## src/rtl/swl_map.svh

```systemverilog
// Purpose: Constants for the serial wiper latch loader
// Assumes: Ten-bit word, two address bits then eight data bits, both MSB first
// Notes:   Definitions only
`ifndef SWL_MAP_SVH
`define SWL_MAP_SVH
`define SWL_WORD_BITS    10
`define SWL_DATA_BITS    8
`define SWL_ADDR_BITS    2
`define SWL_ADDR_MSB     9
`define SWL_ADDR_LSB     8
`define SWL_DATA_MSB     7
`define SWL_MIDSCALE     8'h80
`define SWL_ADDR_CH1     2'h0
`define SWL_ADDR_CH2     2'h1
`define SWL_ADDR_CH3     2'h2
`define SWL_ADDR_CH4     2'h3
`define SWL_CHANNELS     4
`endif

```

## src/rtl/swl_pkg.sv

```systemverilog
// Purpose: Types for the serial wiper latch loader
// Assumes: swl_map.svh holds the numbers
// Notes:   Variant selects how many latches accept serial loads
`include "swl_map.svh"
package swl_pkg;
  typedef enum logic [2:0] {
    SWL_ONE  = 3'h1,
    SWL_TWO  = 3'h2,
    SWL_FOUR = 3'h4
  } swl_variant_type;
  typedef logic [`SWL_DATA_BITS-1:0] swl_code_type;
endpackage

```

## src/rtl/swl_link_if.sv

```systemverilog
// Purpose: Carries one decoded load from the shifter to the latch bank
// Assumes: One core clock
// Notes:   loadPulse lasts one cycle
`include "swl_map.svh"
interface swl_link_if;
  import swl_pkg::*;
  logic                      loadPulse;
  logic [`SWL_ADDR_BITS-1:0] loadAddr;
  swl_code_type              loadData;
  modport shifter (output loadPulse, output loadAddr, output loadData);
  modport bank    (input loadPulse, input loadAddr, input loadData);
endinterface

```

## src/rtl/swl_shifter.sv

```systemverilog
// Purpose: Ten-bit serial shift register with chip-select load strobe
// Assumes: Serial clock and chip select sampled in core_clk domain
// Notes:   Edges detected by comparing each live pin with its registered copy
`include "swl_map.svh"
module swl_shifter
  import swl_pkg::*;
(
  input  wire logic                     core_clk,
  input  wire logic                     rstn,
  input  wire logic                     serialClk,
  input  wire logic                     chipSelectN,
  input  wire logic                     serial_data_in,
  output logic                          farEndBit,
  swl_link_if.shifter                   link
);
  logic [`SWL_WORD_BITS-1:0] shift_q;
  logic [`SWL_WORD_BITS-1:0] shift_d;
  logic                      sclkPrev_q;
  logic                      csPrev_q;
  logic                      sclkRise;
  logic                      csRise;
  // ====================================================
  // Edge detection and shifting
  assign sclkRise = serialClk & ~sclkPrev_q;
  assign csRise   = chipSelectN & ~csPrev_q;
  always_comb begin
    shift_d = shift_q;
    if (sclkRise && !chipSelectN) begin
      shift_d = {shift_q[`SWL_WORD_BITS-2:0], serial_data_in};
    end
  end
  always_ff @(posedge core_clk or negedge rstn) begin
    if (!rstn) begin
      shift_q    <= '0;
      sclkPrev_q <= 1'b0;
      csPrev_q   <= 1'b1;
    end else begin
      shift_q    <= shift_d;
      sclkPrev_q <= serialClk;
      csPrev_q   <= chipSelectN;
    end
  end
  // Bit leaving the far end feeds the daisy chain
  assign farEndBit      = shift_q[`SWL_WORD_BITS-1];
  assign link.loadPulse = csRise;
  assign link.loadAddr  = shift_q[`SWL_ADDR_MSB:`SWL_ADDR_LSB];
  assign link.loadData  = shift_q[`SWL_DATA_MSB:0];
endmodule

```

## src/rtl/swl_top.sv

```systemverilog
// Purpose: Serial loader for up to four eight-bit wiper latches
// Assumes: Pins sampled as synchronous to core_clk; serial clock well below core_clk/2
// Notes:   Pins are oversampled, so the shift timing trails the pins by a cycle
`include "swl_map.svh"
module swl_top
  import swl_pkg::*;
#(
  parameter swl_variant_type VARIANT = SWL_FOUR
)
(
  input  wire logic                          core_clk,
  input  wire logic                          rstn,
  input  wire logic                          chipSelectN,
  input  wire logic                          serialClk,
  input  wire logic                          serial_data_in,
  input  wire logic                          midscale_reset_n,
  input  wire logic                          power_down_n,
  output logic                               serialDataOutO,
  output logic                               serialDataOutOe,
  output logic [`SWL_CHANNELS*`SWL_DATA_BITS-1:0] wiperCodes,
  output logic [`SWL_CHANNELS-1:0]           terminalAOpen
);
  swl_link_if link ();
  logic         farEndBit;
  swl_code_type latch_q [`SWL_CHANNELS];
  swl_code_type latch_d [`SWL_CHANNELS];
  logic         sdoOe_q;
  logic         sdoOe_d;
  logic         tAOpen_q;
  logic         tAOpen_d;

  // ====================================================
  // Address decode
  // Unpopulated channels never load, so a stray address is harmless
  function automatic logic chanExists(input logic [`SWL_ADDR_BITS-1:0] a);
    case (VARIANT)
      SWL_ONE:  chanExists = (a == `SWL_ADDR_CH1);
      SWL_TWO:  chanExists = (a == `SWL_ADDR_CH1) || (a == `SWL_ADDR_CH2);
      SWL_FOUR: chanExists = 1'b1;
      default:  chanExists = 1'b0;
    endcase
  endfunction

  swl_shifter u_shifter (
    .core_clk       (core_clk),
    .rstn           (rstn),
    .serialClk      (serialClk),
    .chipSelectN    (chipSelectN),
    .serial_data_in (serial_data_in),
    .farEndBit      (farEndBit),
    .link           (link)
  );

  // ====================================================
  // Wiper latches
  always_comb begin
    for (int i = 0; i < `SWL_CHANNELS; i++) begin
      latch_d[i] = latch_q[i];
      if (!midscale_reset_n) begin
        latch_d[i] = `SWL_MIDSCALE;
      end else if (link.loadPulse && chanExists(link.loadAddr)
                   && (link.loadAddr == i[`SWL_ADDR_BITS-1:0])) begin
        latch_d[i] = link.loadData;
      end
    end
  end
  always_ff @(posedge core_clk or negedge rstn) begin
    if (!rstn) begin
      for (int i = 0; i < `SWL_CHANNELS; i++) begin
        latch_q[i] <= `SWL_MIDSCALE;
      end
    end else begin
      for (int i = 0; i < `SWL_CHANNELS; i++) begin
        latch_q[i] <= latch_d[i];
      end
    end
  end

  // ====================================================
  // Shutdown and open-drain output
  always_comb begin
    tAOpen_d = ~power_down_n;
    sdoOe_d  = power_down_n & ~farEndBit;
  end
  always_ff @(posedge core_clk or negedge rstn) begin
    if (!rstn) begin
      tAOpen_q <= 1'b0;
      sdoOe_q  <= 1'b0;
    end else begin
      tAOpen_q <= tAOpen_d;
      sdoOe_q  <= sdoOe_d;
    end
  end

  assign serialDataOutO  = 1'b0;
  assign serialDataOutOe = sdoOe_q;
  assign terminalAOpen   = {`SWL_CHANNELS{tAOpen_q}};
  always_comb begin
    for (int i = 0; i < `SWL_CHANNELS; i++) begin
      wiperCodes[i*`SWL_DATA_BITS +: `SWL_DATA_BITS] = latch_q[i];
    end
  end
endmodule

```

## config.mk

```make
export PLATFORM = sky130hd
export DESIGN_NAME = swl_top
export DESIGN_NICKNAME = d
export VERILOG_FILES = /design/src/rtl/swl_pkg.sv /design/src/rtl/swl_link_if.sv /design/src/rtl/swl_shifter.sv /design/src/rtl/swl_top.sv
export VERILOG_INCLUDE_DIRS = /design/src /design/src/rtl
export SDC_FILE = /design/constraint.sdc
export NUM_CORES = 1
export LEC_CHECK = 0
export BUFFER_PORTS_ARGS = -buffer_cell sky130_fd_sc_hd__buf_2
export CAP_MARGIN = 10
export CORE_UTILIZATION = 56
export CTS_CLUSTER_SIZE = 25
export DETAILED_ROUTE_END_ITERATION = 8
export GPL_TIMING_DRIVEN = 0
export PLACE_DENSITY = 0.85
export SKIP_CTS_REPAIR_TIMING = 1
export SKIP_LAST_GASP = 1
export SYNTH_ARGS = -nofsm -noshare
export SYNTH_HDL_FRONTEND = slang
export SYNTH_SLANG_ARGS = --single-unit
```

## constraint.sdc

```tcl
create_clock -name core_clk -period 2.9 [get_ports core_clk]
set_input_delay 0.29 -clock core_clk [delete_from_list [all_inputs] [get_ports core_clk]]
set_output_delay 0.29 -clock core_clk [all_outputs]
set_load 0.01 [all_outputs]
```

Word-level counts from Yosys, hierarchy flattened --
Index checks and enable logic that the tools add are counted. W data, S select, Z words.
Cells by class: equality and inequality tests 7, mux-type cells 9, bitwise operators 7, reductions and logical operators 8
Operators by type and width (number):
- $mux W8 | 8
- $ne A2 B1 Y1 const B | 4
- $logic_and A1 B1 Y1 | 6
- $eq A2 B2 Y1 const B | 2
- $not A1 Y1 | 4
- $and A1 B1 Y1 | 3
- $eq A2 B1 Y1 const B | 1
- $logic_not A2 Y1 | 1
- $logic_not A1 Y1 | 1
- $mux W1 | 1
Storage, ports and cells: input bits 7, bits in registers 46, logic and storage cells 40

Logic depth before layout (Yosys ltp) --
depth in word-level cells 6, mapped depth 3, gate-level depth less buffers 2

Modules after synthesis --
A second synthesis with hierarchy kept.
Unflattened totals: cells, all modules 151, area total of the unflattened synthesis 1930.6 um^2
By module, submodules not included:
- swl_top | times used 1, cells an instance 125, sequential area each 855.8 um^2, area each 1478.9 um^2
- swl_shifter | times used 1, cells an instance 26, sequential area each 301.5 um^2, area each 451.7 um^2

Least setup slack after synthesis --
OpenSTA, ideal clock, no wires.
path type flip-flop to flip-flop, start register u_shifter.shift_q[9], end register latch_q, in the netlist wiperCodes[4], clock period less this slack 1308 ps, required time 2776 ps, slack 1592 ps, cell stages (with the launch flop) 4, data arrival time 1183 ps, cells stage by stage dfrtp_1 -> or4b_1 -> buf_6 -> mux2i_1
On the way: cells in the longest elaborated chain, start to end 3
RTL lines:
- from (decl) | line swl_shifter.sv:16 | logic [`SWL_WORD_BITS-1:0] shift_q;
- from (signal assigned) | line swl_shifter.sv:38 | shift_q <= shift_d;
- $logic_not A2 Y1 | line swl_top.sv:62 | && (link.loadAddr == i[`SWL_ADDR_BITS-1:0])) begin
- $logic_and A1 B1 Y1 | line swl_top.sv:61 | end else if (link.loadPulse && chanExists(link.loadAddr)
- $ne A2 B1 Y1 (no line)
- to (signal, indexed assignment) | line swl_top.sv:70 | latch_q[i] <= `SWL_MIDSCALE;
- to (signal, indexed assignment) | line swl_top.sv:74 | latch_q[i] <= latch_d[i];
- to (decl) | line swl_top.sv:25 | swl_code_type latch_q [`SWL_CHANNELS];
Every way passes these cells. A chain may end at the register's enable or synchronous reset.

Final worst setup path --
start register u_shifter.shift_q[8], end register latch_q, in the netlist wiperCodes[17]
On the way: cells in the longest elaborated chain, start to end 3
RTL lines (line):
- $eq A2 B2 Y1 | swl_top.sv:62
- $logic_and A1 B1 Y1 | swl_top.sv:61
- $ne A2 B1 Y1 (no line)
Every way passes these cells.

==> impl_metrics.tcl <==
set metrics [dict create \
    area_growth_pct 17.6 \
    holdPathStages 1 \
    synth_area_leader_cell "dfrtp_1" \
    r2r_end "wiperCodes[17]$_DFFE_PN0P_" \
    r2r_slack_ns 1.48 \
    outcome "completed" \
    min_path_type "input pin to flip-flop" \
    drc 0 \
    dieArea_mm2 0.00362 \
    worst_ep_arrival_time_ns 1.69 \
    routed-wl-met3_um 128 \
    start_util_pct 60.6 \
    drive_gt1_share_pct 37.5 \
    synth_seq_cells 46 \
    yosys.area.top_type_share_pct 54.1 \
    vias 1249 \
    antenna_found_initial 0 \
    min_to "u_shifter.sclkPrev_q$_DFF_PN0_" \
    drtAntennaViolNets 0 \
    crit_type "flip-flop to flip-flop" \
    drt_iter0_drc 42 \
    gp_congestion 0.785 \
    required_ns 3.16 \
    num-fill-cells 214 \
    timing.hold.ws_ns 0.0486 \
    clk_latency_ns 0.35 \
    antennaDiodeCount 0 \
    cts_tree "yes" \
    synth_warnings 0 \
    cp_max_fo 8 \
    seq_area_frac_synth_pct 61.1 \
    grt_pass1_vias 1166 \
    setup_viol 0 \
    maxSlewHeadroom_pct 36.8 \
    hold_start "serialClk" \
    firstDrtPassIters 4 \
    clockBufferDepth 2 \
    die_w_um 60.2 \
    syn_area_per_cell_um2 12.6 \
    period_minus_slack_ns 1.42 \
    synthXorXnorAreaFrac_pct 0 \
    avgViaCountPerCell 5.12 \
    hold_viol 0 \
    p_comb_share_pct 17.5 \
    clk_pin_slew_ns 0.13 \
    finalSetupTns_ns 0 \
    ys_types 18 \
    p_int_mw 0.960 \
    total_power_mw 1.34 \
    wirelength_um 3420 \
    tightest_slew_ns 0.948 \
    worst_setup_path_end_kind "flip-flop" \
    num_rows 20 \
    swShare_pct 28.2 \
    grt_pass1_wl_um 5300 \
    fin_crit_sh_pct 49.1 \
    leakage_nw 1.23 \
    r2r_start "u_shifter.shift_q[8]$_DFFE_PN0P_" \
    numPortBuffers 42 \
    place_inst 236 \
    htreeDepth 2 \
    yosys.area_share.simple_pct 11.3 \
    synth_cells 150 \
    netlist_area_mm2 0.00190 \
    p_seq_share_pct 58.5 \
    dr_wl_met2_um 1730 \
    netSwitchingPower_mw 0.378 \
    synthAdderAreaFrac_pct 0 \
    rsz0062_at_grt "no" \
    routedWlPerCell_um 14.0 \
    synthMuxAreaShare_pct 22.8 \
    grt_usage_pct 21.0 \
    cts_buffers 5 \
    start_kind "flip-flop" \
    grt_start_max_net_pins 47 \
    synth_area_leaders "dfrtp_1 54%, mux2i_1 17%, dfstp_2 6.9%, nand2_1 6.9%, mux2_2 5.9%" \
    maxCapViolCount 0 \
    post_dp_cell_area_mm2 0.00216 \
    synth_compound_area_share_pct 0 \
    grt_overflow_total 0 \
    drv_slew 0 \
    peakVddDrop_mv 0.372 \
    synth_top_family_by_area "multiplexers" \
    mostFrequentLayoutCells "46 x buf_2, 41 x dfrtp_1, 35 x nand2_1, 32 x mux2i_1, 10 x mux2_2" \
    die_height_um 60.2 \
    synth_nets 157 \
    layout.nets 206 \
    hpwl_um 2470 \
    powerDensity_mw_per_mm2 600 \
    ff2ff_path_depth 3 \
    core_region_area_mm2 0.00313 \
    highest_layer "met4" \
    power_frac_clock_pct 23.9 \
    finish.instance_area_mm2 0.00223 \
    ctsRootBufferMaster "clkbuf_4" \
    finClkSkew_ns 0.00944 \
    max_freq_mhz 703 \
    met1_length_um 1520 \
    layout_commonest_cell "buf_2" \
    ios 45 \
    final_cells 244 \
    cts_sinks 46 \
]
-- cells by family after synthesis --
group / after synthesis
flops: 46
simple gates: 46
mux: 42
buf+inv: 15
other cells: 1
-- metal layers --
layer  vias to the layer above  GRT usage [%]
met1                       619           25.4
met3                         6           4.55
met4                         0           8.31
met5                         -              0
met2                        29           36.1
li1                        595              -
-- how the worst max path moves through the flow --
stage	from	endpoint	slack, ns	cells past startpoint
final	u_shifter.shift_q[8]$_DFFE_PN0P_	wiperCodes[17]$_DFFE_PN0P_	1.48	3
after global routing	u_shifter.shift_q[8]$_DFFE_PN0P_	wiperCodes[23]$_DFFE_PN1P_	1.41	3
after CTS	u_shifter.shift_q[9]$_DFFE_PN0P_	wiperCodes[5]$_DFFE_PN0P_	1.46	3
after floorplan	u_shifter.shift_q[9]$_DFFE_PN0P_	wiperCodes[4]$_DFFE_PN0P_	1.59	3
after global placement	u_shifter.shift_q[9]$_DFFE_PN0P_	wiperCodes[1]$_DFFE_PN0P_	1.54	3
after detailed placement	u_shifter.shift_q[9]$_DFFE_PN0P_	wiperCodes[4]$_DFFE_PN0P_	1.52	3
-- synthesized netlist by cell type --
cell type and instances:
nand2_1 35, clkbuf_1 4, nor2_1 1, buf_4 5
buf_2 4, inv_1 1, dfstp_2 5, mux2_2 10
mux2i_1 32, nor3b_1 1, nor2b_1 5, or4b_1 1
conb_1 1, nor4bb_1 1, buf_6 1, nand4b_1 1
dfrtp_1 41, nand4bb_1 1
-- per-stage QoR --
stage	utilization [%]	setup slack (ns)
after floorplan	-	1.59
after global placement	69.1	1.54
after detailed placement	69.1	1.52
after CTS	71.2	1.46
after global routing	71.2	1.41
final	71.2	1.48
-- critical path: stages (launching register included) --
cell and delay, ns:
dfrtp_1 0.46, nor4bb_1 0.30, buf_2 0.33, mux2i_1 0.25
-- power by group through the flow --
stage	clock network (mW)	logic, mW	registers (mW)
finish	0.320	0.234	0.783
global route	0.349	0.259	0.795
CTS	0.326	0.238	0.784
detailed placement	0	0.237	0.796
floorplan	0	0.150	0.794
global placement	0	0.229	0.789
-- registers in the layout, indices dropped and copies added, names as in the netlist --
name and count:
u_shifter.csPrev_q 1, wiperCodes 32, u_shifter.shift_q 10, serialDataOutOe 1, u_shifter.sclkPrev_q 1, tAOpen_q 1
-- area by class of cell --
| type | instances | area [um2] | share of cell area, % |
|---|---|---|---|
| flip-flops and latches | 46 | 1160 | 51.9 |
| multi-input cells | 89 | 651 | 29.2 |
| repair buffers | 42 | 210 | 9.43 |
| plain buffers | 14 | 83.8 | 3.76 |
| well taps | 44 | 55.1 | 2.47 |
| clock buffers | 6 | 51.3 | 2.30 |
| clock inverters | 2 | 16.3 | 0.730 |
| inverters | 1 | 3.75 | 0.168 |
No activity file was read; power rests on OpenSTA's default activity.
